==> src/common/srap_consts.svh <==
// Constants for the SPI register access master: command word layout,
// address range and link timing.
// Included by bare name from design files; holds definitions only.
`ifndef SRAP_CONSTS_SVH
`define SRAP_CONSTS_SVH

// ----------------------------------------------------------------------
// Command word layout
// ----------------------------------------------------------------------
`define SRAP_WORD_BITS 16
`define SRAP_EN_MSB 15
`define SRAP_EN_LSB 11
`define SRAP_EN_PATTERN 5'h1c
`define SRAP_RW_BIT 10
`define SRAP_ADDR_MSB 9
`define SRAP_ADDR_MAX 10'h3ff
`define SRAP_DIR_READ 1'h1
`define SRAP_DIR_WRITE 1'h0

// ----------------------------------------------------------------------
// Timing
// ----------------------------------------------------------------------
`define SRAP_CLK_PERIOD_NS 5
`define SRAP_SCLK_HALF_NS 20
`define SRAP_SCLK_HALF_CYC ((`SRAP_SCLK_HALF_NS + `SRAP_CLK_PERIOD_NS - 1) / `SRAP_CLK_PERIOD_NS)
`define SRAP_SCLK_HALF_MIN 4

// ----------------------------------------------------------------------
// Reset values
// ----------------------------------------------------------------------
`define SRAP_RST_WORD 16'h0000
`define SRAP_RST_ADDR 10'h000

`endif

==> src/common/srap_pkg.sv <==
// Types shared by the SPI register access master.
// Assumes nothing beyond a SystemVerilog compiler.
package srap_pkg;

  // ----------------------------------------------------------------------
  // Types
  // ----------------------------------------------------------------------
  typedef enum logic [2:0] {
    SRAP_IDLE,
    SRAP_SETUP,
    SRAP_SHIFT,
    SRAP_LOAD,
    SRAP_HOLD,
    SRAP_GAP
  } srap_state_e;

  typedef logic [15:0] srap_word_t;
  typedef logic [9:0] srap_addr_t;

endpackage : srap_pkg

==> src/logic/srap_host.sv <==
// SPI master that reads and writes the 16-bit register map of a device
// through its four-wire serial port.
// Assumes the device samples SDI on rising SCLK and drives SDO on falling SCLK;
// dev_sdo is asynchronous and is synchronised before use.
//
// Behaviour
// RULE1: device drives SDO on falling SCLK, samples SDI on rising SCLK.
// RULE2: every transaction opens with chip select falling, then a 16-bit command.
// RULE3: the port only works while chip select is low; master drives it.
// RULE4: command bits 15..11 always carry pattern 11100.
// RULE5: command bit 10 is one for read, zero for write.
// RULE6: command bits 9..0 give the first register address.
// RULE7: write data words of 16 bits follow the command on SDI.
// RULE8: device increments its pointer for each further write word.
// RULE9: pointer stops at its maximum; later write data is dropped.
// RULE10: a single write clocks exactly 32 bits under chip select.
// RULE11: SCLK may idle at either level between transactions.
// RULE12: a read sends the command, then 16 clocks per data word.
// RULE13: first read bit appears on the falling edge after the command.
// RULE14: device increments its pointer after each 16-bit read word.
// RULE15: reading continues while SCLK runs; raising chip select ends it.
// RULE16: at maximum pointer, reads keep returning the last register.
// RULE17: device keeps SDO high-impedance unless returning read data; the bench model drives the inverse of its last bit instead.
// RULE18: chip select stays low until all requested read bits are shifted.
// RULE19: registers are 16 bits, transferred most significant bit first.
// RULE20: device ignores a transaction with a wrong enable pattern.
// RULE21: device restarts its bit count whenever chip select rises.
`timescale 1ns/100ps
`include "srap_consts.svh"
module srap_host #(
  parameter int LEN_W = 8,
  parameter int HALF_CYC = `SRAP_SCLK_HALF_CYC,
  parameter bit SCLK_IDLE = 1'b0
) (
  input wire logic clk_sys,
  input wire logic resetn,
  input wire logic req_valid,
  output logic req_ready,
  input wire logic req_rd,
  input wire logic [9:0] req_addr,
  input wire logic [LEN_W-1:0] req_len,
  input wire logic wr_valid,
  input wire logic [15:0] wr_data,
  output logic wr_ready,
  output logic rd_valid,
  output logic [15:0] rd_data,
  output logic [9:0] rd_addr,
  output logic busy,
  output logic done,
  output logic dev_sclk,
  output logic dev_cs_n,
  output logic dev_sdi,
  input wire logic dev_sdo
);

  // ----------------------------------------------------------------------
  // Parameter checks
  // ----------------------------------------------------------------------
  localparam int FB_W = LEN_W + 6;

  generate
    if (HALF_CYC < `SRAP_SCLK_HALF_MIN) begin : g_bad_half
      $error("HALF_CYC too small for synchronised SDO sampling");
    end
    if (LEN_W < 1 || LEN_W > 16) begin : g_bad_len
      $error("LEN_W out of range");
    end
  endgenerate

  function automatic srap_pkg::srap_addr_t sat_inc(input srap_pkg::srap_addr_t a);
    if (a == `SRAP_ADDR_MAX) begin
      sat_inc = a;
    end else begin
      sat_inc = a + 10'h001;
    end
  endfunction : sat_inc

  // ----------------------------------------------------------------------
  // Pin synchroniser and tick divider
  // ----------------------------------------------------------------------
  logic sdo_s;
  logic tick;
  srap_pkg::srap_state_e state_r;
  srap_pkg::srap_state_e state_nxt;

  srap_sync u_sdo_sync (
    .clk_sys(clk_sys),
    .resetn(resetn),
    .async_in(dev_sdo),
    .sync_out(sdo_s)
  );

  srap_tick_gen #(
    .HALF_CYC(HALF_CYC)
  ) u_tick (
    .clk_sys(clk_sys),
    .resetn(resetn),
    .en((state_r != srap_pkg::SRAP_IDLE) && (state_r != srap_pkg::SRAP_LOAD)),
    .tick(tick)
  );

  // ----------------------------------------------------------------------
  // Transaction state
  // ----------------------------------------------------------------------
  logic rd_mode_r, rd_mode_nxt;
  logic is_cmd_r, is_cmd_nxt;
  logic [LEN_W-1:0] len_r, len_nxt;
  logic [3:0] bit_r, bit_nxt;
  srap_pkg::srap_word_t tx_r, tx_nxt;
  srap_pkg::srap_word_t rx_r, rx_nxt;
  srap_pkg::srap_addr_t ptr_r, ptr_nxt;
  logic sclk_r, sclk_nxt;
  logic cs_n_r, cs_n_nxt;
  logic sdi_r, sdi_nxt;
  logic req_ready_r, req_ready_nxt;
  logic wr_ready_r, wr_ready_nxt;
  logic rd_valid_r, rd_valid_nxt;
  srap_pkg::srap_word_t rd_data_r, rd_data_nxt;
  srap_pkg::srap_addr_t rd_addr_r, rd_addr_nxt;
  logic busy_r, busy_nxt;
  logic done_r, done_nxt;
  logic [FB_W-1:0] edge_cnt_r, edge_cnt_nxt;
  logic [FB_W-1:0] frame_bits_r, frame_bits_nxt;

  always_comb begin
    state_nxt = state_r;
    rd_mode_nxt = rd_mode_r;
    is_cmd_nxt = is_cmd_r;
    len_nxt = len_r;
    bit_nxt = bit_r;
    tx_nxt = tx_r;
    rx_nxt = rx_r;
    ptr_nxt = ptr_r;
    sclk_nxt = sclk_r;
    cs_n_nxt = cs_n_r;
    rd_valid_nxt = 1'b0;
    rd_data_nxt = rd_data_r;
    rd_addr_nxt = rd_addr_r;
    done_nxt = 1'b0;
    edge_cnt_nxt = edge_cnt_r;
    frame_bits_nxt = frame_bits_r;
    unique case (state_r)
      srap_pkg::SRAP_IDLE: begin
        sclk_nxt = SCLK_IDLE; // [RULE11]
        if (req_valid && req_ready_r) begin
          rd_mode_nxt = req_rd;
          is_cmd_nxt = 1'b1;
          len_nxt = req_len;
          bit_nxt = 4'h0;
          ptr_nxt = req_addr;
          // Command word: enable pattern, direction, start address
          tx_nxt = {`SRAP_EN_PATTERN, req_rd, req_addr}; // [RULE4] [RULE5] [RULE6]
          cs_n_nxt = 1'b0; // [RULE2] [RULE3]
          edge_cnt_nxt = '0;
          frame_bits_nxt = FB_W'({req_len, 4'h0}) + FB_W'(32); // [RULE10] [RULE12]
          state_nxt = srap_pkg::SRAP_SETUP;
        end
      end
      srap_pkg::SRAP_SETUP: begin
        if (tick) begin
          sclk_nxt = 1'b0;
          state_nxt = srap_pkg::SRAP_SHIFT;
        end
      end
      srap_pkg::SRAP_SHIFT: begin
        if (tick && !sclk_r) begin
          // Rising edge: device latches SDI, we latch SDO MSB first
          sclk_nxt = 1'b1; // [RULE1]
          rx_nxt = {rx_r[14:0], sdo_s}; // [RULE19] [RULE13]
          edge_cnt_nxt = edge_cnt_r + FB_W'(1);
          if (bit_r == 4'hf && !is_cmd_r && rd_mode_r) begin
            rd_valid_nxt = 1'b1; // [RULE12]
            rd_data_nxt = {rx_r[14:0], sdo_s};
            rd_addr_nxt = ptr_r; // [RULE16]
          end
        end else if (tick && sclk_r) begin
          sclk_nxt = 1'b0;
          tx_nxt = {tx_r[14:0], 1'b0};
          bit_nxt = bit_r + 4'h1;
          if (bit_r == 4'hf) begin
            is_cmd_nxt = 1'b0;
            if (!is_cmd_r) begin
              ptr_nxt = sat_inc(ptr_r); // [RULE8] [RULE9] [RULE14] [RULE16]
              len_nxt = len_r - LEN_W'(1);
            end
            if (!is_cmd_r && len_r == '0) begin
              // Last word shifted: park SCLK, then release chip select
              sclk_nxt = SCLK_IDLE; // [RULE18] [RULE15]
              state_nxt = srap_pkg::SRAP_HOLD;
            end else if (!rd_mode_r) begin
              state_nxt = srap_pkg::SRAP_LOAD; // [RULE7]
            end else begin
              tx_nxt = `SRAP_RST_WORD;
            end
          end
        end
      end
      srap_pkg::SRAP_LOAD: begin
        // SCLK is held low while the write source stalls
        if (wr_valid && wr_ready_r) begin
          tx_nxt = wr_data; // [RULE7] [RULE19]
          state_nxt = srap_pkg::SRAP_SHIFT;
        end
      end
      srap_pkg::SRAP_HOLD: begin
        if (tick) begin
          cs_n_nxt = 1'b1; // [RULE15] [RULE21]
          state_nxt = srap_pkg::SRAP_GAP;
        end
      end
      srap_pkg::SRAP_GAP: begin
        if (tick) begin
          done_nxt = 1'b1;
          state_nxt = srap_pkg::SRAP_IDLE;
        end
      end
    endcase
    sdi_nxt = cs_n_nxt ? 1'b0 : tx_nxt[15];
    req_ready_nxt = (state_nxt == srap_pkg::SRAP_IDLE);
    wr_ready_nxt = (state_nxt == srap_pkg::SRAP_LOAD);
    busy_nxt = (state_nxt != srap_pkg::SRAP_IDLE);
  end

  always_ff @(posedge clk_sys) begin
    if (!resetn) begin
      state_r <= srap_pkg::SRAP_IDLE;
      rd_mode_r <= 1'b0;
      is_cmd_r <= 1'b0;
      len_r <= '0;
      bit_r <= 4'h0;
      tx_r <= `SRAP_RST_WORD;
      rx_r <= `SRAP_RST_WORD;
      ptr_r <= `SRAP_RST_ADDR;
      sclk_r <= SCLK_IDLE;
      cs_n_r <= 1'b1;
      sdi_r <= 1'b0;
      req_ready_r <= 1'b0;
      wr_ready_r <= 1'b0;
      rd_valid_r <= 1'b0;
      rd_data_r <= `SRAP_RST_WORD;
      rd_addr_r <= `SRAP_RST_ADDR;
      busy_r <= 1'b0;
      done_r <= 1'b0;
      edge_cnt_r <= '0;
      frame_bits_r <= '0;
    end else begin
      state_r <= state_nxt;
      rd_mode_r <= rd_mode_nxt;
      is_cmd_r <= is_cmd_nxt;
      len_r <= len_nxt;
      bit_r <= bit_nxt;
      tx_r <= tx_nxt;
      rx_r <= rx_nxt;
      ptr_r <= ptr_nxt;
      sclk_r <= sclk_nxt;
      cs_n_r <= cs_n_nxt;
      sdi_r <= sdi_nxt;
      req_ready_r <= req_ready_nxt;
      wr_ready_r <= wr_ready_nxt;
      rd_valid_r <= rd_valid_nxt;
      rd_data_r <= rd_data_nxt;
      rd_addr_r <= rd_addr_nxt;
      busy_r <= busy_nxt;
      done_r <= done_nxt;
      edge_cnt_r <= edge_cnt_nxt;
      frame_bits_r <= frame_bits_nxt;
    end
  end

  assign req_ready = req_ready_r;
  assign wr_ready = wr_ready_r;
  assign rd_valid = rd_valid_r;
  assign rd_data = rd_data_r;
  assign rd_addr = rd_addr_r;
  assign busy = busy_r;
  assign done = done_r;
  assign dev_sclk = sclk_r;
  assign dev_cs_n = cs_n_r;
  assign dev_sdi = sdi_r;

  // ----------------------------------------------------------------------
  // Assertions
  // ----------------------------------------------------------------------
  AST_SCLK_IDLE_OUTSIDE_CS: assert property ( // [RULE3] [RULE11]
    @(posedge clk_sys) disable iff (!resetn) cs_n_r |-> (sclk_r == SCLK_IDLE))
    else $error("SCLK left idle level while chip select high");

  AST_SDI_STABLE_HIGH: assert property ( // [RULE1]
    @(posedge clk_sys) disable iff (!resetn)
    (state_r == srap_pkg::SRAP_SHIFT && sclk_r && $past(sclk_r)) |-> $stable(sdi_r))
    else $error("SDI changed while SCLK high");

  AST_CS_FALL_CMD: assert property ( // [RULE2]
    @(posedge clk_sys) disable iff (!resetn)
    $fell(cs_n_r) |-> (is_cmd_r && bit_r == 4'h0 && sclk_r == SCLK_IDLE
      && state_r == srap_pkg::SRAP_SETUP))
    else $error("Chip select fell without a fresh command word");

  AST_CMD_PATTERN: assert property ( // [RULE4]
    @(posedge clk_sys) disable iff (!resetn)
    (is_cmd_r && bit_r == 4'h0 && !cs_n_r) |-> (tx_r[`SRAP_EN_MSB:`SRAP_EN_LSB] == `SRAP_EN_PATTERN))
    else $error("Command word lacks enable pattern");

  AST_CMD_DIR_ADDR: assert property ( // [RULE5] [RULE6]
    @(posedge clk_sys) disable iff (!resetn)
    (is_cmd_r && bit_r == 4'h0 && !cs_n_r) |-> (tx_r[`SRAP_RW_BIT] == rd_mode_r
      && tx_r[`SRAP_ADDR_MSB:0] == ptr_r))
    else $error("Command direction or address wrong");

  AST_FRAME_BITS: assert property ( // [RULE10] [RULE12] [RULE7]
    @(posedge clk_sys) disable iff (!resetn) $rose(cs_n_r) |-> (edge_cnt_r == frame_bits_r))
    else $error("Wrong number of SCLK rising edges in frame");

  AST_PTR_INC: assert property ( // [RULE8] [RULE14]
    @(posedge clk_sys) disable iff (!resetn)
    (state_r == srap_pkg::SRAP_SHIFT && tick && sclk_r && bit_r == 4'hf && !is_cmd_r
      && ptr_r != `SRAP_ADDR_MAX) |=> (ptr_r == $past(ptr_r) + 10'h001))
    else $error("Address pointer did not advance after a data word");

  AST_PTR_SAT: assert property ( // [RULE9] [RULE16]
    @(posedge clk_sys) disable iff (!resetn)
    (ptr_r == `SRAP_ADDR_MAX && state_r != srap_pkg::SRAP_IDLE) |=> (ptr_r == `SRAP_ADDR_MAX))
    else $error("Address pointer wrapped");

  AST_RD_UNDER_CS: assert property ( // [RULE18] [RULE15]
    @(posedge clk_sys) disable iff (!resetn) rd_valid_r |-> (!cs_n_r && rd_mode_r) ##1 !rd_valid_r)
    else $error("Read word completed outside chip select");

  AST_DONE_AFTER_CS: assert property ( // [RULE21]
    @(posedge clk_sys) disable iff (!resetn)
    $rose(cs_n_r) |-> ##[1:64] done_r)
    else $error("Done not signalled after chip select release");

endmodule : srap_host

==> src/logic/srap_sync.sv <==
// Two-flop synchroniser for a level arriving from a pin.
// Assumes the input is free of glitches wider than a clock period.
`timescale 1ns/100ps
module srap_sync (
  input wire logic clk_sys,
  input wire logic resetn,
  input wire logic async_in,
  output logic sync_out
);

  logic meta_r;
  logic meta_nxt;
  logic sync_r;
  logic sync_nxt;

  always_comb begin
    meta_nxt = async_in;
    sync_nxt = meta_r;
  end

  always_ff @(posedge clk_sys) begin
    if (!resetn) begin
      meta_r <= 1'h0;
      sync_r <= 1'h0;
    end else begin
      meta_r <= meta_nxt;
      sync_r <= sync_nxt;
    end
  end

  assign sync_out = sync_r;

endmodule : srap_sync

==> src/logic/srap_tick_gen.sv <==
// Half-period tick divider for the serial clock.
// Counts while enabled; restarts from zero whenever enable drops.
`timescale 1ns/100ps
module srap_tick_gen #(
  parameter int HALF_CYC = 4
) (
  input wire logic clk_sys,
  input wire logic resetn,
  input wire logic en,
  output logic tick
);

  localparam int CW = (HALF_CYC > 1) ? $clog2(HALF_CYC) : 1;
  localparam logic [CW-1:0] LAST = CW'(HALF_CYC - 1);

  generate
    if (HALF_CYC < 1) begin : g_bad_half
      $error("HALF_CYC must be at least one");
    end
  endgenerate

  logic [CW-1:0] cnt_r;
  logic [CW-1:0] cnt_nxt;

  always_comb begin
    if (!en || cnt_r == LAST) begin
      cnt_nxt = '0;
    end else begin
      cnt_nxt = cnt_r + CW'(1);
    end
  end

  always_ff @(posedge clk_sys) begin
    if (!resetn) begin
      cnt_r <= '0;
    end else begin
      cnt_r <= cnt_nxt;
    end
  end

  assign tick = en && (cnt_r == LAST);

endmodule : srap_tick_gen

==> config.mk <==
export PLATFORM = sky130hd
export DESIGN_NAME = srap_host
export DESIGN_NICKNAME = d
export VERILOG_FILES = /design/src/common/srap_pkg.sv /design/src/logic/srap_host.sv /design/src/logic/srap_sync.sv /design/src/logic/srap_tick_gen.sv
export VERILOG_INCLUDE_DIRS = /design/src /design/src/common
export SDC_FILE = /design/constraint.sdc
export NUM_CORES = 1
export LEC_CHECK = 0
export BUFFER_PORTS_ARGS = -buffer_cell sky130_fd_sc_hd__buf_2
export CORE_AREA = 2 2 97 99
export DETAILED_ROUTE_END_ITERATION = 8
export DIE_AREA = 0 0 99 101
export HOLD_SLACK_MARGIN = 0.02
export MAX_ROUTING_LAYER = met4
export PLACE_DENSITY = 0.82
export SETUP_SLACK_MARGIN = 0.05
export SLEW_MARGIN = 20
export SYNTH_ARGS = -nofsm -noshare
export SYNTH_HDL_FRONTEND = slang
export SYNTH_SLANG_ARGS = --single-unit
==> constraint.sdc <==
create_clock -name clk_sys -period 1.75 [get_ports clk_sys]
set_input_delay 0.35 -clock clk_sys [delete_from_list [all_inputs] [get_ports clk_sys]]
set_output_delay 0.35 -clock clk_sys [all_outputs]
set_load 0.03 [all_outputs]
# Word level (Yosys, flattened, before mapping)
# Index checks and enable logic that the tools add are counted.
# Widths: inputs -> output; s select.
# totals
ff_bits,96
out_inout_bits,34
in_bits,40
word_cells,130
# op_classes
reduce_logical,34
muxes,50
n_eq_ne,19
addsub,4
n_bitwise,1
# op_table
op,n
$mux 16,7
$mux 10,6
$pmux 16 s3,1
$mux 8,5
$mux 3,10
$pmux 10 s2,1
$pmux 3 s6,1
$ne 2x2->1 const B,8
$pmux 8 s2,1
$mux 4,3
$reduce_bool 3->1,4
$mux 1,11
$add 10x1->10 const B,1
$eq 10x10->1 const B,1
$reduce_and 5->1,2
$eq 3x2->1 const B,3
$logic_and 1x1->1,9
$reduce_and 3->1,3
$logic_not 8->1,1
$pmux 4 s2,1
$sub 8x1->8 const B,1
$reduce_and 7->1,1
$eq 3x3->1 const B,2
$logic_not 3->1,2
other kinds (17),23

# Logic depth before layout (Yosys ltp)
# Gate-level depths: netlist of the first run.
# depth
word_depth,8
depth_mapped,8
depth_no_buf,6

# Modules after synthesis
# A second synthesis of the first run with hierarchy kept.
# unflattened
cells_unflattened,521
hier_area_um2,4314.1
# by_module_without_submodules
module,n_inst,area_each_um2,seq_area_each_um2,cells_per_inst
srap_host,1,4177.8,1841.8,511
srap_tick_gen,1,83.8,40.0,6
srap_sync,1,52.6,40.0,4

# Worst setup path after synthesis of the first run
# Ideal clock, no wire load.
# synth_path
kind,reg-to-reg
startpoint,reg sclk_r (netlist: dev_sclk)
endpoint,reg sdi_r (netlist: dev_sdi)
arrival_ns,1.757
required_ns,1.623
setup_ns,0.127
stages_incl_launch_ff,6
n_path_buf,0
path_slack_ns,-0.134
period_less_slack_ns,1.884
path_cell_list,dfxtp_1 nand2_1 o211a_1 or3_1 a221oi_1 nor2_1
# synth_between
elab_chain_cells,4
elab_cells_between_ends,6
classes_between,3 x mux; 3 x reduce/logical
# synth_rtl
element,line,text
"start, declared",srap_host.sv:112,"logic sclk_r, sclk_nxt;"
"start signal, assigned",srap_host.sv:255,sclk_r <= sclk_nxt;
$logic_and 1x1->1 / $logic_not 1->1 (equally long branches),"srap_host.sv:176, srap_host.sv:166",
$mux 16 / $logic_and 1x1->1 (equally long branches),"srap_host.sv:176, srap_host.sv:166",
$mux 16 *,srap_host.sv:166,if (tick && !sclk_r) begin
$pmux 16 s3 *,srap_host.sv:142,unique case (state_r)
"end signal, assigned",srap_host.sv:257,sdi_r <= sdi_nxt;
"end, declared",srap_host.sv:114,"logic sdi_r, sdi_nxt;"
# Every way passes the cells marked *; elsewhere a longest branch is shown, timed or not. The select of a mux whose other input is x is not followed.
# A chain may end at the register's enable or synchronous reset.

# Final worst setup path of the first run
# layout_path
startpoint,reg state_r[2]
endpoint,reg rd_data_r[13] (netlist: rd_data[13])
# layout_between
elab_chain_cells,5
elab_cells_between_ends,7
classes_between,2 x eq/ne; 5 x reduce/logical
# layout_rtl
element,line,text
"start, declared",srap_host.sv:83,srap_pkg::srap_state_e state_r;
"start signal, assigned",srap_host.sv:226,state_r <= srap_pkg::SRAP_IDLE;
"start signal, assigned",srap_host.sv:247,state_r <= state_nxt;
$ne 3x2->1 / $reduce_bool 3->1 (equally long branches),srap_host.sv:98,".en((state_r != srap_pkg::SRAP_IDLE) && (state_r != srap_pkg::SRAP_LOAD)),"
$logic_and 1x1->1,srap_host.sv:98,
$logic_and 1x1->1,srap_tick_gen.sv:41,assign tick = en && (cnt_r == LAST);
$logic_and 1x1->1,srap_host.sv:166,
$reduce_and 3->1 (no source line) *,-,
"end signal, assigned",srap_host.sv:240,rd_data_r <= `SRAP_RST_WORD;
"end signal, assigned",srap_host.sv:261,rd_data_r <= rd_data_nxt;
"end, declared",srap_host.sv:118,"srap_pkg::srap_word_t rd_data_r, rd_data_nxt;"
# Every way passes the cells marked *; elsewhere a longest branch is shown, timed or not.

==> reports/summary.txt, run 1 <==
Run status -> finished, violations left
Failing checks -> negative setup slack
Post-DP HPWL -> 8170 um
Average wire per standard cell -> 16.9 um
Initial Utilization -> 48.5%
DIE AREA -> 0.0100 mm^2
Startpoint types -> register
Yosys reg bits -> 96
Clock-pin slew on the worst setup and hold paths -> 100 ps
Max-cap viol count -> 0
CTS tree -> yes
Largest net degree at the start of global routing -> 30
Utilization after layout -> 68.0%
Final Hold Vio Count -> 0
Part of the power in combinational logic -> 13.2%
GRT overflow -> 0
Die width -> 99 um
Worst EP arrival -> 2010 ps
Final Cycle Share -> 100%
Die Height -> 101 um
Syn Inst Count -> 541
Post-synth top flop -> dfxtp_1
Setup CP Type -> register to register
Routed Antenna Nets -> 0
FMAX -> 0.571 GHz
Worst-path maximum fanout -> 6
Clock Root Buffer -> clkbuf_8
Clock skew -> 20.2 ps
Port-buffer cells -> 73
TritonCTS Sinks -> 96
RSZ-0062 raised after global routing -> true
Commonest non-fill, non-tap cell in the layout -> nand2_1
Maximum level of the CTS H-tree -> 3
Yosys warns -> 0
N_diodes -> 0
Register area share after synthesis -> 44.2%
Final Setup Violations -> 4
Rel. slew slack -> 63.9%
Fin nets -> 704
Share of cells above drive strength 1 -> 39.2%
Pre-CTS WS -> -102 ps
PD cells -> 708 mW/mm^2
Worst-Margin Slew -> 536 ps
DR pass1 iterations -> 5
Worst setup margin -> -2.80 ps
Core Area -> 0.00898 mm^2
Psw -> 1.25 mW
Post-cts hold buffer count -> 0
HP Class -> primary input to register
Cell area after synthesis -> 0.00435 mm^2
EDFF count, synth -> 0
DRC errors left -> 0
Final GP Congestion -> 0.924
Ys async rst share -> 0%
IO Pins -> 74
Vias in the first global route -> 3962
Initial DRC count -> 368
Drt total wl -> 13100 um
Worst setup EP type -> register
Clock power share -> 33.4%
Leak Pwr -> 2.35 nW
Pins Over Slew Limit -> 0
Post-Syn Nets -> 586
Netlist cell types -> 58
Global-route wire length before repair -> 19000 um
Initial antenna violation count -> 0
Period minus WS final -> 1750 ps
All-Layer GR Usage -> 23.8%
Num CTS Buffers -> 9
Switching Fraction -> 28.9%
Pint -> 3.07 mW
Clock buffer depth -> 2
Power after layout -> 4.32 mW
Syn_area_per_cell -> 8.04 um^2
Flop pwr share -> 53.5%
CP Data Required Time -> 2000 ps
Clock Latency Late Sink -> 370 ps
Vias per Instance -> 5.86
Vias -> 4542
Commonest non-fill, non-tap cells in the layout -> nand2_1 (94), dfxtp_1 (83), buf_2 (74)
# rows -> 35
VDD IR-drop max -> 479 uV
Layout Area Growth over Synthesis -> 40.3%
[kinds of logic after synthesis]
kind of cell,synth area share (%)
compound gates,24.2
xor+xnor,1.41
fa+ha+maj,1.44
buf+inv,4.86
flops,44.2
mux,0.460
simple gates,23.5
[metrics by stage]
step | setup TNS [ps] | instance area (um^2) | hold slack [ps] | instances
6_report | -6.20 | 6110 | 220 | 775
5_1_grt | -639 | 6110 | 205 | 775
4_1_cts | 0 | 5520 | 211 | 760
3_5_place_dp | -1260 | 5190 | 412 | 740
3_3_place_gp | -81.8 | 5190 | 405 | 740
2_1_floorplan | -159 | 4410 | 397 | 541
[final cells by class]
type                       instances  area (um^2)
multi-input combinational        401         2650
sequential                        96         1950
clock inverter                     7         72.6
inverter                           6         22.5
timing repair buffer             145         1150
clock buffer                       9          124
fill                             668         2870
tap                              111          139
[per-layer routing]
metal | vias up | GRT usage [%] | share of wire, % | wire [um]
met5 | - | - | 0 | 0
met1 | 2120 | 33.7 | 44 | 5720
met2 | 226 | 35.6 | 47 | 6170
met3 | 29 | 3.12 | 7.0 | 920
li1 | 2167 | - | - | -
met4 | 0 | 6.95 | 2.1 | 274
[registers in the layout, summed over array words and instances (netlist names), 2 cells and up]
register	cells
rd_addr	10
rx_r	15
tx_r	16
rd_data	16
u_tick.cnt_r	2
state_r	3
len_r	8
bit_r	4
ptr_r	10
[synthesized netlist by cell type, types with 3 or more instances]
cell type  count  area share [%]
a21boi_0       4            0.69
a21o_1         3            0.52
a21oi_1       74             8.5
a221oi_1       3            0.60
a222oi_1      11             2.5
a31oi_1        4            0.57
and2_1         4            0.57
and3_1         5            0.72
and4_1         3            0.60
buf_2         13             1.5
buf_6          3            0.78
clkbuf_1      21             1.8
dfxtp_1       96              44
ha_1           5             1.4
inv_1          5            0.43
nand2_1      117              10
nand3_1       18             2.1
nand3b_1       3            0.52
nand4_1        5            0.72
nor2_1        30             2.6
nor2b_1        6            0.86
nor3_1         9             1.0
nor4_1         3            0.43
o2111ai_1      3            0.60
o211ai_1       3            0.52
o21a_1         5            0.86
o21ai_0       31             3.6
o22ai_1        4            0.57
o31ai_1        4            0.69
or3_1          4            0.57
xnor2_1        3            0.60
xor2_1         4            0.80
[power by group through the flow]
stage / registers [mW] / logic, mW / clock network, mW
2_1_floorplan: 2.36 / 0.251 / 0
3_3_place_gp: 2.35 / 0.450 / 0
3_5_place_dp: 2.35 / 0.462 / 0
4_1_cts: 2.30 / 0.484 / 1.46
5_1_grt: 2.32 / 0.610 / 1.55
6_report: 2.31 / 0.569 / 1.44
[critical path, stage by stage (launching register included)]
cell       delay [ps]
dfxtp_2           340
buf_6             110
nor3b_4           250
buf_6             150
nand2_4            60
or3_4             410
clkbuf_16         200
nand2_4            60
a21oi_2            60
[final timing paths]
check                       start                end  slack (ps)  cells after the start
setup reg to reg       state_r[2]        rd_data[13]          -3                      8
setup / recovery       state_r[2]        rd_data[13]          -3                      8
hold / removal            dev_sdo  u_sdo_sync.meta_r         220                      2
hold reg to reg   u_tick.cnt_r[0]    u_tick.cnt_r[0]         430                      1
[repair_timing]
action                                  in CTS  in global routing
endpoints found under the setup margin      71                 80
pin swaps                                   14                 35
gates resized for setup                     35                 93
cloned                                       0                 10
buffers inserted                             4                  6
No activity file was read; power rests on OpenSTA's default activity.
==> run 2, diff against run 1 <==
Settings changed: CORE_AREA 2 2 97 99 to 2 2 69 137, DIE_AREA 0 0 99 101 to 0 0 71 139.
==> reports/summary.txt, run 2 (synthesized netlist as in run 1, its figures left out) <==
Initial Utilization -> 49.0%
Period minus WS final -> 1810 ps
Initial DRC count -> 441
Max-cap viol count -> 0
Routed Antenna Nets -> 0
Commonest non-fill, non-tap cell in the layout -> nand2_1
Reg2reg path depth -> 8
Global-route wire length before repair -> 19700 um
Vias per Instance -> 6.31
Fillers -> 566
Commonest non-fill, non-tap cells in the layout -> nand2_1 (89), dfxtp_1 (83), buf_2 (73)
Worst Setup SP -> state_r[0]
R2R Setup Slk -> -60 ps
Largest net degree at the start of global routing -> 35
All-Layer GR Usage -> 25.2%
Worst setup margin -> -64.1 ps
VDD IR-drop max -> 715 uV
Hold Path Stages -> 2
Clock Root Buffer -> clkbuf_16
CP top delay family -> simple AND/OR/NAND/NOR gates
Startpoint types -> register
Worst-path maximum fanout -> 7
Post-DP HPWL -> 8460 um
Port-buffer cells -> 73
Post-cts hold buffer count -> 0
Core Area -> 0.00889 mm^2
Clock skew -> 9.46 ps
Buf/Inv on CP -> 3
Power after layout -> 4.92 mW
FMAX -> 0.551 GHz
CTS tree -> yes
Clock Latency Late Sink -> 350 ps
Worst EP arrival -> 2040 ps
Pre-CTS WS -> -149 ps
Leak Pwr -> 2.47 nW
CP Cell Sequence -> buf_6, nor3b_4, buf_6, nand2_4, or3_4, clkbuf_16, nand2_1, a21oi_1
N_diodes -> 0
Worst-Margin Slew -> 617 ps
RR Startpoint -> state_r[0]
PD cells -> 773 mW/mm^2
CP Data Required Time -> 1980 ps
Final Hold Vio Count -> 0
Run status -> finished, violations left
Final GP Congestion -> 0.963
Layout Area Growth over Synthesis -> 46.3%
Die Height -> 139 um
Setup CP Type -> register to register
# rows -> 49
Hold_sp -> dev_sdo
Clock-pin slew on the worst setup and hold paths -> 70 ps
Drt total wl -> 15400 um
Non-Filler Instances -> 773
Clock buffer depth -> 2
Reg-to-Reg End -> rd_data[8]
Vias -> 4878
IO Pins -> 74
Fin nets -> 711
Worst path most repeated cell -> buf_6
TritonCTS Sinks -> 96
Setup TNS -> -609 ps
Average wire per standard cell -> 19.9 um
Placed insts -> 728
Vias in the first global route -> 4382
DR pass1 iterations -> 5
Final Setup Violations -> 24
DRC errors left -> 0
GRT overflow -> 0
RSZ-0062 raised after global routing -> true
Num CTS Buffers -> 9
Worst setup EP type -> register
Final Cycle Share -> 104%
Max incr delay on CP -> 450 ps
DIE AREA -> 0.00987 mm^2
Rel. slew slack -> 58.5%
HP Class -> primary input to register
Slowest-stage cell, CP -> or3_4
Share of cells above drive strength 1 -> 41.6%
Pins Over Slew Limit -> 0
Failing checks -> negative setup slack
Hold Path End -> u_sdo_sync.meta_r
Die width -> 71 um
Initial antenna violation count -> 0
Maximum level of the CTS H-tree -> 3
[run 2: cell count changes in the layout (fill, tap and decap cells not counted), moves of 3 or more]
| cell | change |
|---|---|
| clkbuf_16 | +9 |
| clkbuf_8 | -9 |
| a21oi_1 | -8 |
| a21oi_2 | +8 |
| buf_4 | +5 |
| nand2_1 | -5 |
| o21ai_0 | +5 |
| nand2_4 | +4 |
| o21ai_2 | -4 |
| buf_6 | +3 |
| o21ai_1 | -3 |
[run 2: final cells by class]
type	count	area, um^2	share of cell area, %
clock buffers	10	229	3.60
clock inverters	6	76.3	1.20
inverters	6	22.5	0.354
flip-flops and latches	96	1950	30.6
multi-input cells	400	2730	42.8
repair buffers	153	1240	19.5
well taps	102	128	2.00
[run 2: through the flow]
| stage | area (um^2) | hold WS [ps] | utilization (%) |
|---|---|---|---|
| after global placement | 5170 | 404 | 58.2 |
| final | 6370 | 209 | 71.6 |
| after CTS | 5640 | 210 | 63.4 |
| after global routing | 6370 | 210 | 71.6 |
| after detailed placement | 5170 | 423 | 58.2 |
| after floorplan | 4410 | 397 | - |
[run 2: worst max path at each step]
stage,end,slack [ps],depth (start not counted)
floorplan,rd_addr[9],-8,8
global placement,tx_r[7],-70,5
detailed placement,rd_addr[2],-150,7
CTS,ptr_r[8],20,7
global route,state_r[2],-120,8
finish,rd_data[8],-60,8
[run 2: repair_timing]
item	4_1_cts	5_1_grt
cloned	0	9
pin swaps	7	54
buffers inserted	7	13
resized for setup	29	123
setup endpoints to repair	79	81
[run 2: power breakdown]
part           leakage (nW)  total, mW  switching [mW]  internal [mW]
logic                  1.54      0.572           0.324          0.248
clock network         0.149       2.03           0.902           1.13
registers             0.786       2.32          0.0633           2.25
[run 2: routing by layer]
metal,track usage [%],wire (um)
met4,15.4,947
met2,43.9,8250
met5,-,0
met1,26.0,5270
met3,3.63,944
